<file path="config.mk">
export PLATFORM = sky130hd
export DESIGN_NAME = pmc_mode_ctrl
export DESIGN_NICKNAME = d
export VERILOG_FILES = /design/src/design/pmc_mode_ctrl.v /design/src/design/pmc_sync3.v
export VERILOG_INCLUDE_DIRS = /design/src /design/src/design
export SDC_FILE = /design/constraint.sdc
export NUM_CORES = 1
export LEC_CHECK = 0
export ABC_AREA = 0
export BUFFER_PORTS_ARGS = -buffer_cell sky130_fd_sc_hd__buf_2
export CORE_MARGIN = 2
export CORE_UTILIZATION = 45
export CTS_CLUSTER_DIAMETER = 40
export DETAILED_ROUTE_END_ITERATION = 10
export PLACE_DENSITY_LB_ADDON = 0.12
export RECOVER_POWER = 100
export SLEW_MARGIN = 20
export SYNTH_ARGS = -nofsm -noshare
export SYNTH_HDL_FRONTEND = slang
export SYNTH_SLANG_ARGS = --single-unit
</file>
<file path="constraint.sdc">
create_clock -name clk_in -period 2.5 [get_ports clk_in]
set_input_delay 0.5 -clock clk_in [delete_from_list [all_inputs] [get_ports clk_in]]
set_output_delay 0.5 -clock clk_in [all_outputs]
set_load 0.02 [all_outputs]
</file>
<file path="src/design/pmc_defines.vh">
// constants for the power-managed mode control block
`ifndef PMC_DEFINES_VH
`define PMC_DEFINES_VH

// register byte offsets
`define PMC_OSC_CTRL_OFS 8'h00
`define PMC_SEC_CTRL_OFS 8'h04
`define PMC_STATUS_OFS 8'h08

// osc_control_register fields
`define PMC_IDLE_BIT 7
`define PMC_IFS_HI 6
`define PMC_IFS_LO 4
`define PMC_PRI_RDY_BIT 3
`define PMC_INT_STB_BIT 2
`define PMC_SCS_HI 1
`define PMC_SCS_LO 0
`define PMC_OSC_CTRL_RST 8'h00

// secondary control register fields
`define PMC_SEC_EN_BIT 3
`define PMC_SEC_ACT_BIT 6
`define PMC_SEC_CTRL_RST 8'h00

// clock source codes
`define PMC_SRC_PRI 2'h0
`define PMC_SRC_SEC 2'h1
`define PMC_SRC_INT 2'h2

// timing
`define PMC_SWITCH_TICKS 4'h8
`define PMC_CLK_PERIOD_NS 10
`define PMC_CPU_START_NS 10000
`define PMC_FAST_STABLE_NS 1000000

// bus responses
`define PMC_RESP_OKAY 2'h0
`define PMC_RESP_DECERR 2'h3

`endif

</file>
<file path="src/design/pmc_mode_ctrl.v">
// power-managed mode controller with axi4-lite register slave
//
// Our own choices: the AXI4-Lite interface to the registers and the address map.
`timescale 1ns/100ps
`default_nettype none
`include "pmc_defines.vh"

module pmc_mode_ctrl #(
	parameter [15:0] CPU_START_CYCLES =
		(`PMC_CPU_START_NS + `PMC_CLK_PERIOD_NS - 1) / `PMC_CLK_PERIOD_NS,
	parameter [19:0] FAST_STABLE_CYCLES =
		(`PMC_FAST_STABLE_NS + `PMC_CLK_PERIOD_NS - 1) / `PMC_CLK_PERIOD_NS
) (
	// clock and reset
	input wire clk_in,
	input wire rstn_in,
	// axi4-lite write channels
	input wire [7:0] s_axi_awaddr_in,
	input wire s_axi_awvalid_in,
	output wire s_axi_awready_out,
	input wire [31:0] s_axi_wdata_in,
	input wire [3:0] s_axi_wstrb_in,
	input wire s_axi_wvalid_in,
	output wire s_axi_wready_out,
	output reg [1:0] s_axi_bresp_out,
	output reg s_axi_bvalid_out,
	input wire s_axi_bready_in,
	// axi4-lite read channels
	input wire [7:0] s_axi_araddr_in,
	input wire s_axi_arvalid_in,
	output wire s_axi_arready_out,
	output reg [31:0] s_axi_rdata_out,
	output reg [1:0] s_axi_rresp_out,
	output reg s_axi_rvalid_out,
	input wire s_axi_rready_in,
	// cpu core and interrupt logic, same clock
	input wire power_down_in,
	input wire wake_irq_in,
	input wire soft_reset_in,
	input wire wdt_timeout_in,
	input wire wdt_enable_in,
	input wire failsafe_enable_in,
	input wire primary_is_internal_in,
	// oscillator pins, asynchronous
	input wire primary_ready_in,
	input wire secondary_running_in,
	input wire primary_clk_in,
	input wire secondary_clk_in,
	input wire internal_clk_in,
	// clock control
	output reg cpu_clk_en_out,
	output reg periph_clk_en_out,
	output reg [1:0] sys_clk_sel_out,
	output reg primary_osc_en_out,
	output reg secondary_osc_en_out,
	output reg internal_fast_osc_en_out,
	output reg internal_slow_osc_en_out,
	// events
	output reg wdt_reset_out,
	output reg forced_nop_out
);

localparam [2:0] ST_PRIMARY_RUN_MODE = 3'h0;
localparam [2:0] ST_SWITCH = 3'h1;
localparam [2:0] ST_IDLE = 3'h2;
localparam [2:0] ST_WAKE_DLY = 3'h3;
localparam [2:0] ST_ALT_RUN = 3'h4;
localparam [2:0] ST_SLEEP = 3'h5;

////////////////////////////////////////////////////////////////////////////////
// pin synchronisers

wire [4:0] pin_sync;
pmc_sync3 #(
	.WIDTH(5)
) u_sync (
	.clk_in(clk_in),
	.rstn_in(rstn_in),
	.async_in({internal_clk_in, secondary_clk_in, primary_clk_in, secondary_running_in, primary_ready_in}),
	.sync_out(pin_sync)
);

wire pri_rdy = pin_sync[0];
wire sec_running = pin_sync[1];
wire [2:0] tick_lvl = pin_sync[4:2];
reg [2:0] tick_lvl_ff;
wire [2:0] tick_rise = tick_lvl & ~tick_lvl_ff;

////////////////////////////////////////////////////////////////////////////////
// registers and state

reg cpu_idle_select_ff;
reg [2:0] internal_freq_select_ff;
reg [1:0] clock_source_select_ff;
reg secondary_osc_enable_ff;
reg primary_clock_ready_flag_ff;
reg internal_osc_stable_flag_ff;
reg secondary_clock_active_flag_ff;

reg [2:0] state_ff, nxt_state;
reg [1:0] active_src_ff, nxt_active_src;
reg [1:0] tgt_src_ff, nxt_tgt_src;
reg commit_idle_ff, nxt_commit_idle;
reg waking_ff, nxt_waking;
reg pri_low_ff, nxt_pri_low;
reg [3:0] sw_cnt_ff, nxt_sw_cnt;
reg [15:0] dly_cnt_ff, nxt_dly_cnt;
reg [19:0] stable_cnt_ff;
reg int_stable_ff;
reg nxt_wdt_reset, nxt_forced_nop;

// source select decode: 00 primary, 01 secondary, 1x internal
wire [1:0] sel_src = clock_source_select_ff[1] ? `PMC_SRC_INT :
	(clock_source_select_ff[0] ? `PMC_SRC_SEC : `PMC_SRC_PRI);
wire wake_evt = wake_irq_in | wdt_timeout_in;
wire run_state = (state_ff == ST_PRIMARY_RUN_MODE) | (state_ff == ST_ALT_RUN);
wire tgt_tick = tgt_src_ff == `PMC_SRC_SEC ? tick_rise[1] & sec_running :
	(tgt_src_ff == `PMC_SRC_INT ? tick_rise[2] : tick_rise[0]);

////////////////////////////////////////////////////////////////////////////////
// mode state machine

always @* begin
	nxt_state = state_ff;
	nxt_active_src = active_src_ff;
	nxt_tgt_src = tgt_src_ff;
	nxt_commit_idle = commit_idle_ff;
	nxt_waking = waking_ff;
	// a stopped primary shows stale ready for a few cycles through the sync
	nxt_pri_low = pri_low_ff | !pri_rdy;
	nxt_sw_cnt = sw_cnt_ff;
	nxt_dly_cnt = dly_cnt_ff;
	nxt_wdt_reset = 1'b0;
	nxt_forced_nop = 1'b0;
	case (state_ff)
	ST_PRIMARY_RUN_MODE, ST_ALT_RUN: begin
		if (wdt_timeout_in) begin
			// a running cpu owns the watchdog, so time-out resets
			nxt_wdt_reset = 1'b1;
		end
		if (state_ff == ST_ALT_RUN && (wake_irq_in | soft_reset_in | wdt_timeout_in)) begin
			nxt_waking = 1'b1;
		end else if (state_ff == ST_ALT_RUN && waking_ff && pri_rdy && pri_low_ff) begin
			// primary back: switch the system clock to it
			nxt_state = ST_SWITCH;
			nxt_tgt_src = `PMC_SRC_PRI;
			nxt_commit_idle = 1'b0;
			nxt_sw_cnt = 4'h0;
		end else if (power_down_in) begin
			// mode bits sampled on the trigger cycle
			if (sel_src == `PMC_SRC_SEC && !secondary_osc_enable_ff) begin
				nxt_forced_nop = 1'b1;
			end else if (!cpu_idle_select_ff && clock_source_select_ff == 2'h0) begin
				nxt_state = ST_SLEEP;
				nxt_pri_low = 1'b0;
				nxt_active_src = `PMC_SRC_PRI;
				nxt_waking = 1'b0;
			end else if (sel_src != active_src_ff) begin
				nxt_state = ST_SWITCH;
				nxt_tgt_src = sel_src;
				nxt_commit_idle = cpu_idle_select_ff;
				nxt_sw_cnt = 4'h0;
				nxt_waking = 1'b0;
			end else if (cpu_idle_select_ff) begin
				nxt_state = ST_IDLE;
			end
		end
	end
	ST_SWITCH: begin
		// clocks stopped until eight edges of the new source
		if (tgt_tick) begin
			nxt_sw_cnt = sw_cnt_ff + 4'h1;
			if (sw_cnt_ff == `PMC_SWITCH_TICKS - 4'h1) begin
				nxt_active_src = tgt_src_ff;
				nxt_pri_low = 1'b0;
				if (tgt_src_ff == `PMC_SRC_PRI) begin
					nxt_waking = 1'b0;
				end
				if (commit_idle_ff) begin
					nxt_state = ST_IDLE;
				end else if (tgt_src_ff == `PMC_SRC_PRI) begin
					nxt_state = ST_PRIMARY_RUN_MODE;
				end else begin
					nxt_state = ST_ALT_RUN;
				end
			end
		end
	end
	ST_IDLE: begin
		// no trigger reaches here: the cpu is stopped
		if (wake_evt) begin
			nxt_state = ST_WAKE_DLY;
			nxt_dly_cnt = 16'h0000;
		end
	end
	ST_WAKE_DLY: begin
		// cpu start delay on the idle source
		nxt_dly_cnt = dly_cnt_ff + 16'h0001;
		if (dly_cnt_ff >= CPU_START_CYCLES - 16'h0001) begin
			if (active_src_ff == `PMC_SRC_PRI) begin
				nxt_state = ST_PRIMARY_RUN_MODE;
			end else begin
				nxt_state = ST_ALT_RUN;
				nxt_waking = 1'b1;
			end
		end
	end
	ST_SLEEP: begin
		if (wake_evt) begin
			nxt_waking = 1'b1;
		end
		if (waking_ff && pri_rdy && pri_low_ff) begin
			nxt_state = ST_SWITCH;
			nxt_tgt_src = `PMC_SRC_PRI;
			nxt_commit_idle = 1'b0;
			nxt_sw_cnt = 4'h0;
		end
	end
	default: begin
		nxt_state = ST_PRIMARY_RUN_MODE;
	end
	endcase
end

always @(posedge clk_in or negedge rstn_in) begin
	if (!rstn_in) begin
		state_ff <= ST_PRIMARY_RUN_MODE;
		active_src_ff <= `PMC_SRC_PRI;
		tgt_src_ff <= `PMC_SRC_PRI;
		commit_idle_ff <= 1'b0;
		waking_ff <= 1'b0;
		pri_low_ff <= 1'b0;
		sw_cnt_ff <= 4'h0;
		dly_cnt_ff <= 16'h0000;
		tick_lvl_ff <= 3'h0;
		wdt_reset_out <= 1'b0;
		forced_nop_out <= 1'b0;
	end else begin
		state_ff <= nxt_state;
		active_src_ff <= nxt_active_src;
		tgt_src_ff <= nxt_tgt_src;
		commit_idle_ff <= nxt_commit_idle;
		waking_ff <= nxt_waking;
		pri_low_ff <= nxt_pri_low;
		sw_cnt_ff <= nxt_sw_cnt;
		dly_cnt_ff <= nxt_dly_cnt;
		tick_lvl_ff <= tick_lvl;
		wdt_reset_out <= nxt_wdt_reset;
		forced_nop_out <= nxt_forced_nop;
	end
end

////////////////////////////////////////////////////////////////////////////////
// fast internal oscillator stabilisation

wire fast_osc_on = (internal_freq_select_ff != 3'h0) && (state_ff != ST_SLEEP);

always @(posedge clk_in or negedge rstn_in) begin
	if (!rstn_in) begin
		stable_cnt_ff <= 20'h00000;
		int_stable_ff <= 1'b0;
	end else if (!fast_osc_on) begin
		// output disabled, no stable indication
		stable_cnt_ff <= 20'h00000;
		int_stable_ff <= 1'b0;
	end else if (!int_stable_ff) begin
		// stays set once stable, across later triggers except one into sleep
		stable_cnt_ff <= stable_cnt_ff + 20'h00001;
		if (stable_cnt_ff >= FAST_STABLE_CYCLES - 20'h00001) begin
			int_stable_ff <= 1'b1;
		end
	end
end

////////////////////////////////////////////////////////////////////////////////
// clock control and source flags

always @(posedge clk_in or negedge rstn_in) begin
	if (!rstn_in) begin
		cpu_clk_en_out <= 1'b1;
		periph_clk_en_out <= 1'b1;
		sys_clk_sel_out <= `PMC_SRC_PRI;
		primary_osc_en_out <= 1'b1;
		secondary_osc_en_out <= 1'b0;
		internal_fast_osc_en_out <= 1'b0;
		internal_slow_osc_en_out <= 1'b0;
		primary_clock_ready_flag_ff <= 1'b0;
		internal_osc_stable_flag_ff <= 1'b0;
		secondary_clock_active_flag_ff <= 1'b0;
	end else begin
		cpu_clk_en_out <= (nxt_state == ST_PRIMARY_RUN_MODE) | (nxt_state == ST_ALT_RUN);
		periph_clk_en_out <= (nxt_state != ST_SWITCH) && (nxt_state != ST_SLEEP);
		sys_clk_sel_out <= nxt_active_src;
		// primary stops once another source has taken over
		primary_osc_en_out <= (nxt_active_src == `PMC_SRC_PRI && nxt_state != ST_SLEEP) | nxt_waking |
			(nxt_state == ST_SWITCH && nxt_tgt_src == `PMC_SRC_PRI);
		secondary_osc_en_out <= secondary_osc_enable_ff;
		internal_fast_osc_en_out <= fast_osc_on;
		// a switch to the slow source needs it running before its edges count
		internal_slow_osc_en_out <= wdt_enable_in | failsafe_enable_in |
			(internal_freq_select_ff == 3'h0 && nxt_state != ST_SLEEP && (nxt_active_src == `PMC_SRC_INT ||
			(nxt_state == ST_SWITCH && nxt_tgt_src == `PMC_SRC_INT)));
		// only one flag unless the primary source is active
		primary_clock_ready_flag_ff <= nxt_active_src == `PMC_SRC_PRI && pri_rdy &&
			nxt_state != ST_SWITCH && nxt_state != ST_SLEEP;
		secondary_clock_active_flag_ff <= nxt_active_src == `PMC_SRC_SEC;
		internal_osc_stable_flag_ff <= int_stable_ff && nxt_state != ST_SLEEP &&
			(nxt_active_src == `PMC_SRC_INT || (nxt_active_src == `PMC_SRC_PRI && primary_is_internal_in));
	end
end

////////////////////////////////////////////////////////////////////////////////
// axi4-lite slave

reg aw_got_ff;
reg w_got_ff;
reg [7:0] aw_addr_ff;
reg [7:0] w_byte_ff;
reg w_strb_ff;

assign s_axi_awready_out = !aw_got_ff && !s_axi_bvalid_out;
assign s_axi_wready_out = !w_got_ff && !s_axi_bvalid_out;
assign s_axi_arready_out = !s_axi_rvalid_out;

wire do_write = aw_got_ff && w_got_ff && !s_axi_bvalid_out;
wire wr_osc = do_write && aw_addr_ff[7:2] == `PMC_OSC_CTRL_OFS >> 2 && w_strb_ff;
wire wr_sec = do_write && aw_addr_ff[7:2] == `PMC_SEC_CTRL_OFS >> 2 && w_strb_ff;
wire wr_hit = aw_addr_ff[7:2] == `PMC_OSC_CTRL_OFS >> 2 || aw_addr_ff[7:2] == `PMC_SEC_CTRL_OFS >> 2 ||
	aw_addr_ff[7:2] == `PMC_STATUS_OFS >> 2;

always @(posedge clk_in or negedge rstn_in) begin
	if (!rstn_in) begin
		aw_got_ff <= 1'b0;
		w_got_ff <= 1'b0;
		aw_addr_ff <= 8'h00;
		w_byte_ff <= 8'h00;
		w_strb_ff <= 1'b0;
		s_axi_bvalid_out <= 1'b0;
		s_axi_bresp_out <= `PMC_RESP_OKAY;
		cpu_idle_select_ff <= 1'b0;
		internal_freq_select_ff <= 3'h0;
		clock_source_select_ff <= 2'h0;
		secondary_osc_enable_ff <= 1'b0;
	end else begin
		if (s_axi_awvalid_in && s_axi_awready_out) begin
			aw_got_ff <= 1'b1;
			aw_addr_ff <= s_axi_awaddr_in;
		end
		if (s_axi_wvalid_in && s_axi_wready_out) begin
			w_got_ff <= 1'b1;
			w_byte_ff <= s_axi_wdata_in[7:0];
			w_strb_ff <= s_axi_wstrb_in[0];
		end
		if (do_write) begin
			aw_got_ff <= 1'b0;
			w_got_ff <= 1'b0;
			s_axi_bvalid_out <= 1'b1;
			s_axi_bresp_out <= wr_hit ? `PMC_RESP_OKAY : `PMC_RESP_DECERR;
		end else if (s_axi_bvalid_out && s_axi_bready_in) begin
			s_axi_bvalid_out <= 1'b0;
		end
		// only software writes the mode bits; wake leaves them alone
		if (wr_osc) begin
			cpu_idle_select_ff <= w_byte_ff[`PMC_IDLE_BIT];
			internal_freq_select_ff <= w_byte_ff[`PMC_IFS_HI:`PMC_IFS_LO];
			clock_source_select_ff <= w_byte_ff[`PMC_SCS_HI:`PMC_SCS_LO];
		end
		if (wr_sec) begin
			secondary_osc_enable_ff <= w_byte_ff[`PMC_SEC_EN_BIT];
		end
	end
end

always @(posedge clk_in or negedge rstn_in) begin
	if (!rstn_in) begin
		s_axi_rvalid_out <= 1'b0;
		s_axi_rdata_out <= 32'h00000000;
		s_axi_rresp_out <= `PMC_RESP_OKAY;
	end else if (s_axi_arvalid_in && s_axi_arready_out) begin
		s_axi_rvalid_out <= 1'b1;
		s_axi_rresp_out <= `PMC_RESP_OKAY;
		case (s_axi_araddr_in[7:2])
		`PMC_OSC_CTRL_OFS >> 2: begin
			s_axi_rdata_out <= {24'h000000, cpu_idle_select_ff, internal_freq_select_ff,
				primary_clock_ready_flag_ff, internal_osc_stable_flag_ff, clock_source_select_ff};
		end
		`PMC_SEC_CTRL_OFS >> 2: begin
			s_axi_rdata_out <= {25'h0000000, secondary_clock_active_flag_ff, 2'h0,
				secondary_osc_enable_ff, 3'h0};
		end
		`PMC_STATUS_OFS >> 2: begin
			s_axi_rdata_out <= {24'h000000, waking_ff, state_ff, 2'h0, active_src_ff};
		end
		default: begin
			s_axi_rdata_out <= 32'h00000000;
			s_axi_rresp_out <= `PMC_RESP_DECERR;
		end
		endcase
	end else if (s_axi_rvalid_out && s_axi_rready_in) begin
		s_axi_rvalid_out <= 1'b0;
	end
end

endmodule // pmc_mode_ctrl
`default_nettype wire

</file>
<file path="src/design/pmc_sync3.v">
// three-stage input synchroniser, output follows once stages two and three agree
`timescale 1ns/100ps
`default_nettype none

module pmc_sync3 #(
	parameter WIDTH = 1
) (
	// clock and reset
	input wire clk_in,
	input wire rstn_in,
	// asynchronous input and filtered output
	input wire [WIDTH-1:0] async_in,
	output wire [WIDTH-1:0] sync_out
);

reg [WIDTH-1:0] s1_ff;
reg [WIDTH-1:0] s2_ff;
reg [WIDTH-1:0] s3_ff;
reg [WIDTH-1:0] q_ff;

always @(posedge clk_in or negedge rstn_in) begin
	if (!rstn_in) begin
		s1_ff <= {WIDTH{1'b0}};
		s2_ff <= {WIDTH{1'b0}};
		s3_ff <= {WIDTH{1'b0}};
		q_ff <= {WIDTH{1'b0}};
	end else begin
		s1_ff <= async_in;
		s2_ff <= s1_ff;
		s3_ff <= s2_ff;
		// per bit: take the agreed value, else hold
		q_ff <= (s2_ff & s3_ff) | (q_ff & (s2_ff | s3_ff));
	end
end

assign sync_out = q_ff;

endmodule // pmc_sync3
`default_nettype wire

</file>
==> results of run 1 <==
[cells in the mapped netlist (4+ instances only)]
cell / instances / area share
nand2_1: 48 / 0.032
and3_1: 8 / 0.0090
nor4_1: 4 / 0.0045
o31ai_1: 8 / 0.011
nand4_1: 9 / 0.010
maj3_1: 5 / 0.0090
o211ai_1: 5 / 0.0067
mux2i_1: 10 / 0.018
a21oi_1: 8 / 0.0072
nand2b_1: 8 / 0.0090
mux2_2: 20 / 0.040
clkbuf_1: 11 / 0.0074
nor2b_1: 4 / 0.0045
dfrtp_1: 117 / 0.53
nand3_1: 29 / 0.026
a31oi_1: 5 / 0.0056
buf_4: 27 / 0.036
xnor2_1: 4 / 0.0063
o21ai_0: 32 / 0.029
and2_1: 5 / 0.0056
inv_1: 11 / 0.0074
nor2_1: 44 / 0.030
xor2_1: 14 / 0.022
nor3_1: 4 / 0.0036
nor2_2: 4 / 0.0045
[sequential cells by signal, summed over array words and instances (netlist names), 4 cells and up]
| register | cells |
|---|---|
| stable_cnt_ff | 20 |
| dly_cnt_ff | 16 |
| s_axi_rdata_out | 8 |
| w_byte_ff | 7 |
| aw_addr_ff | 6 |
| u_sync.s1_ff | 5 |
| u_sync.s2_ff | 5 |
| u_sync.s3_ff | 5 |
| u_sync.sync_out | 5 |
| sw_cnt_ff | 4 |
[worst register-to-register path, cell delays in order, from the launching register on]
cell,delay (ns)
dfrtp_1,0.40
ha_2,0.23
a211o_1,0.28
and3_1,0.22
nor3_2,0.22
a211oi_2,0.07
a21oi_2,0.34
nand2_2,0.14
a311o_1,0.37
[worst max-delay path by stage]
stage | end | slack (ns)
6_report | internal_slow_osc_en_out$_DFF_PN0_ | 0.10
5_1_grt | internal_slow_osc_en_out$_DFF_PN0_ | 0.02
4_1_cts | internal_slow_osc_en_out$_DFF_PN0_ | 0.008
3_5_place_dp | internal_slow_osc_en_out$_DFF_PN0_ | 0.02
3_3_place_gp | internal_slow_osc_en_out$_DFF_PN0_ | 0.09
2_1_floorplan | internal_slow_osc_en_out$_DFF_PN0_ | 0.30
[metal layers]
layer,share of wire,track usage,wire length [um]
met2,0.47,0.3047,5515
met1,0.48,0.2593,5630
met5,0,0,0
met3,0.041,0.06431,482
met4,0.010,0.06265,118
[logic make-up (layout without fill, tap and decap cells)]
kind of cell             count (synthesis)  after routing  share of synthesized area
AO/OA/AOI/OAI                           92             92                     0.1178
XOR/XNOR                                18             18                    0.02833
adder cells (fa/ha/maj)                  8              8                    0.01574
buffers and inverters                   54            125                    0.05755
flip-flops                             120            120                     0.5402
multiplexers                            30             30                    0.05845
other                                    1             24                  0.0006738
AND/OR/NAND/NOR                        194            194                     0.1812
[cell type report]
cell class / count / area (um^2)
sequential: 120 / 3007
multi-input combinational: 366 / 2336
timing repair buffer: 80 / 371.6
clock buffer: 19 / 442.9
inverter: 13 / 48.80
fill: 1090 / 5500
clock inverter: 13 / 145.1
tap: 168 / 210.2
[through the flow]
stage          area [um^2]  worst slack [ns]  power, uW
2_1_floorplan         5652            0.3024       4311
5_1_grt               6561           0.01581       7708
4_1_cts               6644          0.007648       7350
3_5_place_dp          6056           0.01950       4913
3_3_place_gp          6056           0.09469       4882
6_report              6561            0.1027       7235
[where the power goes]
part / switching [uW] / internal, uW / total, uW
Sequential: 445 / 2400 / 2850
Clock: 885 / 1500 / 2390
Combinational: 1220 / 788 / 2000
[repair_timing]
item / in CTS / in global routing
setup endpoints to repair: 0 / 1
gates resized for setup: 0 / 6
hold buffers: 0 / 0
==> run summary, run 1 <==
CLOCK NETWORK
-------------------------------------------------------------------------------
Number of sinks driven by the clock tree                                    120
Number of buffers added by the clock tree synthesis step                     17
Post-CTS setup-driven buffer insertion count                                  0
Worst-path clk slew                                                     0.06 ns
Max H-tree Level                                                              4
Clock root buffer                                                     clkbuf_16
Worst-Skew Late Latency                                                 0.42 ns
TritonCTS clock tree                                                        yes
Number of buffers on the longest clock path                                   2

STA
-------------------------------------------------------------------------------
Hold Fails Final Rpt                                                          0
Total of endpoints with negative setup slack in the final report              0
Worst Tran Pin Value                                                   1.013 ns
Count of final max-slew check failures                                        0
Worst Skew                                                          0.008589 ns
Final Hold Slack                                                      0.1864 ns
Rel. slew slack                                                          0.3246
Unrepaired setup endpoints after global routing                              no
Clock period minus final worst setup slack                             2.397 ns
Sum of negative setup slack                                                0 ns
Post-route clock period utilization                                      0.9589
Maximum frequency from static timing analysis                        0.4171 GHz

FINISH
-------------------------------------------------------------------------------
Antenna diode count                                                           0
Share of post-route cells with drive strength above 1                    0.2062
Most used cells in the layout excluding fill and tap cells         117 x dfrtp_1, 47 x nand2_1, 46 x nor2_1
Layout overhead on the synthesized area                                  17.90%
Final design utilization                                                 0.5440
Non-filler instance count after layout                                      779
Nets                                                                        672
Leading cell type in the layout, fill and taps excluded                 dfrtp_1

DRT
-------------------------------------------------------------------------------
Total vias in the final route                                             3,999
Final wirelength                                                      11,750 um
Detail-routed net length per standard cell                             15.08 um
Total iterations of the first detailed-routing run                            4
Vias per cell                                                             5.134
Count of nets left with antenna violations after detail routing               0
1st-iter DRT viols                                                          263
DRC errors left                                                               0

JOB
-------------------------------------------------------------------------------
Maximum capacitance violations                                                0

POWER AND IR DROP
-------------------------------------------------------------------------------
Worst vdd ir                                                          0.5426 mV
Power per cell area                                                1103 nW/um^2
Leak                                                                0.002871 uW

SETUP PATH
-------------------------------------------------------------------------------
Worst Setup Path Type                                              flop to flop
Reg2reg setup slack                                                     0.10 ns
Capture instance of the worst register-to-register path            internal_slow_osc_en_out$_DFF_PN0_
Setup crit start kind                                                      flop
Cell-by-cell listing of the critical path                          ha_2 -> a211o_1 -> and3_1 -> nor3_2 -> a211oi_2 -> a21oi_2 -> nand2_2 -> a311o_1
Buf+Inv Stages, Crit Path                                                     0
Max stage delay on crit path                                            0.40 ns
Critical path depth                                                           8
Peak fanout along the critical path                                           6
Worst path top cell family by delay                                compound AO/OA/AOI/OAI gates
Kind of capture point of the worst setup path                              flop
RR Startpoint                                                      dly_cnt_ff[0]$_DFFE_PN0P_
Crit-path slowest cell                                                  dfrtp_1
Cell depth of the worst flop-to-flop path                                     8
Source of the critical timing path                                 dly_cnt_ff[0]$_DFFE_PN0P_
CP arrival                                                              2.69 ns
Data required time of the worst path                                    2.79 ns

SYNTH
-------------------------------------------------------------------------------
Sequential area share after synthesis                                    0.5402
Synth warn                                                                    0
Total standard cell area after synthesis                              5565 um^2
Netlist cell types                                                           72
Number of instances in the synthesized netlist                              517
Count of flip-flops with a built-in enable after synthesis                    0
Synth async-reset ratio                                                   1.000
Mean area per synthesized cell                                       10.76 um^2
Seq cells post-synth                                                        120
Ys flop type                                                            dfrtp_1

PLACED DESIGN
-------------------------------------------------------------------------------
Number of placed instances, taps included                                   747
Post-detail-place hpwl                                                  8566 um
Last weighted congestion value of the routability-driven placer          0.8616
# port buffers                                                               65

DIE
-------------------------------------------------------------------------------
Starting Density                                                         0.4614
Die boundary height                                                    115.2 um
Die area                                                            13,270 um^2
Die X-Extent                                                           115.2 um
IO Pins                                                                     122
Core box area                                                       12,060 um^2
Number of placement rows                                                     40

WORST HOLD PATH
-------------------------------------------------------------------------------
Hold wc startpoint                                                 primary_ready_in
Number of cells on the worst hold path                                        1
Hold Path Sink                                                     u_sync.s1_ff[0]$_DFF_PN0_
Hold Crit Class                                                    primary input to flop

GLOBAL ROUTING
-------------------------------------------------------------------------------
Antenna violations before repair                                              0
Number of global-route vias before repair                                 4,033
Maximum number of pins on one net before global-route repair                 44
Total routing resource utilization after global routing                  0.1952
Total congestion overflow after global routing                                0
Global-route wire length before repair                                19,820 um

STATUS
-------------------------------------------------------------------------------
Outcome                                                            finished, final reports clean

No activity file was read; power rests on OpenSTA's default activity.
==> inputs of run 2 (changes only) <==
CORE_ASPECT_RATIO = 1.75   (was default)
==> run summary, run 2 (synthesized netlist as in run 1, its figures left out) <==
SETUP PATH
-------------------------------------------------------------------------------
Crit-path slowest cell                                                  dfrtp_1
Max stage delay on crit path                                            0.54 ns   +0.14 ns
Peak fanout along the critical path                                           8   +2
Cell depth of the worst flop-to-flop path                                     7   -1
Cell-by-cell listing of the critical path                          nand2b_1 -> o21ai_2 -> a211oi_2 -> o21ai_0 -> a21oi_2 -> nand2_1 -> a311o_1
Worst path top cell family by delay                                compound AO/OA/AOI/OAI gates
Worst Setup Path Type                                              flop to flop
CP arrival                                                              2.72 ns   +0.03 ns
Reg2reg setup slack                                                     0.07 ns   -0.03 ns
Data required time of the worst path                                    2.79 ns   about the same
Buf+Inv Stages, Crit Path                                                     0   unchanged
Kind of capture point of the worst setup path                              flop
RR Startpoint                                                      sys_clk_sel_out[0]$_DFF_PN0_
Capture instance of the worst register-to-register path            internal_slow_osc_en_out$_DFF_PN0_
Setup crit start kind                                                      flop

DIE
-------------------------------------------------------------------------------
Die area                                                            13,310 um^2   +0.26%
Core box area                                                       12,070 um^2   about the same
IO Pins                                                                     122   unchanged
Number of placement rows                                                     53   +33%
Die X-Extent                                                           88.07 um   -24%
Die boundary height                                                    151.1 um   +31%
Starting Density                                                         0.4611   about the same

STA
-------------------------------------------------------------------------------
Final WS setup                                                       0.07432 ns   -0.02838 ns
Rel. slew slack                                                         -0.1312   -0.4557
Maximum frequency from static timing analysis                        0.4123 GHz   -1.2%
Post-route clock period utilization                                      0.9703   +0.01135
Count of final max-slew check failures                                       31   +31
Clock period minus final worst setup slack                             2.426 ns   +0.02838 ns
Worst Skew                                                          0.008741 ns   +0.0001520 ns
Hold Fails Final Rpt                                                          0   unchanged
Worst Tran Pin Value                                                   1.697 ns   +0.6836 ns
Total of endpoints with negative setup slack in the final report              0   unchanged
Unrepaired setup endpoints after global routing                             yes

DRT
-------------------------------------------------------------------------------
DRC errors left                                                               0   unchanged
1st-iter DRT viols                                                          246   -6.5%
Total iterations of the first detailed-routing run                            4   unchanged
Detail-routed net length per standard cell                             15.79 um   +4.7%
Vias per cell                                                             5.284   +2.9%
Final wirelength                                                      12,270 um   +4.4%
Count of nets left with antenna violations after detail routing               0   unchanged
Total vias in the final route                                             4,106   +2.7%

FINISH
-------------------------------------------------------------------------------
Leading cell type in the layout, fill and taps excluded                 dfrtp_1
Nets                                                                        673   +0.15%
Largest register FFs                                                         20   unchanged
Count of fill cells added during filler insertion                         1,142   +4.8%
Most used cells in the layout excluding fill and tap cells         117 x dfrtp_1, 48 x nand2_1, 45 x nor2_1
Antenna diode count                                                           0   unchanged
Share of post-route cells with drive strength above 1                    0.2075   +0.001297
Top flop regs                                                      stable_cnt_ff x20, dly_cnt_ff x16, s_axi_rdata_out x8
Layout overhead on the synthesized area                                  19.72%
Final design utilization                                                 0.5520   +0.008059
Reg with most FFs                                                  stable_cnt_ff

POWER AND IR DROP
-------------------------------------------------------------------------------
Leak                                                                0.002934 uW   +2.2%
Combinational group share of total power                                  0.274   -0.003
Worst vdd ir                                                          0.5902 mV   +8.8%
Switching component of the power                                        2552 uW   +0.23%
Switching Share                                                          0.3338   -0.01821
Total chip power                                                        7647 uW   +5.7%
Total internal power                                                    5095 uW   +8.7%
Part of the power in the clock network                                    0.356   +0.026
Sequential share of power                                                 0.370   -0.023
Power per cell area                                                1148 nW/um^2   +4.1%

GLOBAL ROUTING
-------------------------------------------------------------------------------
Total routing resource utilization after global routing                  0.1938   -0.001363
Number of global-route vias before repair                                 4,115   +2.0%
Total congestion overflow after global routing                                0   unchanged
Global-route wire length before repair                                19,730 um   -0.48%
Antenna violations before repair                                              0   unchanged
Maximum number of pins on one net before global-route repair                 64   +45%

PLACED DESIGN
-------------------------------------------------------------------------------
# port buffers                                                               65   unchanged
Worst slack after detailed placement                                0.008229 ns   -0.01127 ns
Last weighted congestion value of the routability-driven placer          0.8260   -4.1%
Post-detail-place hpwl                                                  8944 um   +4.4%

CLOCK NETWORK
-------------------------------------------------------------------------------
Number of buffers on the longest clock path                                   2   unchanged
Max H-tree Level                                                              4   unchanged
CTS Hold Bufs                                                                 0   unchanged
TritonCTS clock tree                                                        yes
Number of buffers added by the clock tree synthesis step                     17   unchanged
Number of sinks driven by the clock tree                                    120   unchanged
Worst-path clk slew                                                     0.06 ns   about the same
Worst-Skew Late Latency                                                 0.41 ns   about the same
Clock root buffer                                                     clkbuf_16

WORST HOLD PATH
-------------------------------------------------------------------------------
Hold wc startpoint                                                 internal_clk_in
Hold Path Sink                                                     u_sync.s1_ff[4]$_DFF_PN0_
Number of cells on the worst hold path                                        1   unchanged
Hold Crit Class                                                    primary input to flop

STATUS
-------------------------------------------------------------------------------
Violated checks                                                    capacitance limit, slew limit
Outcome                                                            finished, violations left

JOB
-------------------------------------------------------------------------------
Maximum capacitance violations                                                1   +1

==> run 2: changes by cell type in the layout (fill, tap and decap cells not counted), moves of 2 or more <==
| cell | delta |
|---|---|
| clkbuf_1 | -3 |
| bufinv_16 | +3 |
| clkinvlp_4 | -2 |
| inv_6 | -3 |
| buf_4 | +6 |
| clkbuf_8 | +2 |
| clkbuf_2 | -2 |
==> run 2: worst max-delay path by stage <==
stage                                            start                                     to  slack [ns]  cells after the start
after detailed placement                wdt_timeout_in  primary_clock_ready_flag_ff$_DFF_PN0_       0.008                      9
after global placement                  wdt_timeout_in  primary_clock_ready_flag_ff$_DFF_PN0_       -0.02                      9
after CTS                 sys_clk_sel_out[0]$_DFF_PN0_     internal_slow_osc_en_out$_DFF_PN0_        0.09                      7
after global routing      sys_clk_sel_out[0]$_DFF_PN0_     internal_slow_osc_en_out$_DFF_PN0_       -0.03                      7
final                     sys_clk_sel_out[0]$_DFF_PN0_     internal_slow_osc_en_out$_DFF_PN0_        0.07                      7
after floorplan              dly_cnt_ff[0]$_DFFE_PN0P_     internal_slow_osc_en_out$_DFF_PN0_        0.30                      8
==> run 2: cell type report <==
cell class | count | area, um^2 | share of cell area
clock inverter | 11 | 193.9 | 0.02911
multi-input combinational | 366 | 2326 | 0.3491
clock buffer | 21 | 470.5 | 0.07061
inverter | 13 | 48.80 | 0.007324
timing repair buffer | 81 | 410.4 | 0.06160
sequential | 120 | 3007 | 0.4513
tap | 165 | 206.4 | 0.03099
==> run 2: per-layer routing <==
metal,vias to the layer above,GRT usage,share of wire
li1,1967,-,-
met1,2023,0.2160,0.39
met2,91,0.3473,0.55
met3,25,0.04632,0.031
met4,0,0.08030,0.029
met5,-,0,0
==> run 2: power by group through the flow <==
stage                     registers (uW)  clock network, uW  logic (uW)
final                               2830               2730        2090
after global routing                2900               2860        2330
after CTS                           2830               2780        2140
after detailed placement            2860                  0        2130
after global placement              2840                  0        2090
after floorplan                     2780                  0        1530
==> run 2: repair_timing <==
action	4_1_cts	5_1_grt
cloned	0	0
gates resized for setup	1	2
setup endpoints to repair	1	3
setup buffers	0	1
pin swaps	0	1
==> run 2: metrics by stage <==
stage                     std cells  cell area (um^2)  hold slack [ns]   TNS, ns
after floorplan                 540              5652           0.2044         0
after global placement          744              6040           0.3318  -0.01783
after detailed placement        744              6040           0.3355         0
after CTS                       776              6710          0.03123         0
after global routing            777              6663           0.1811  -0.07151
final                           777              6663           0.1970         0
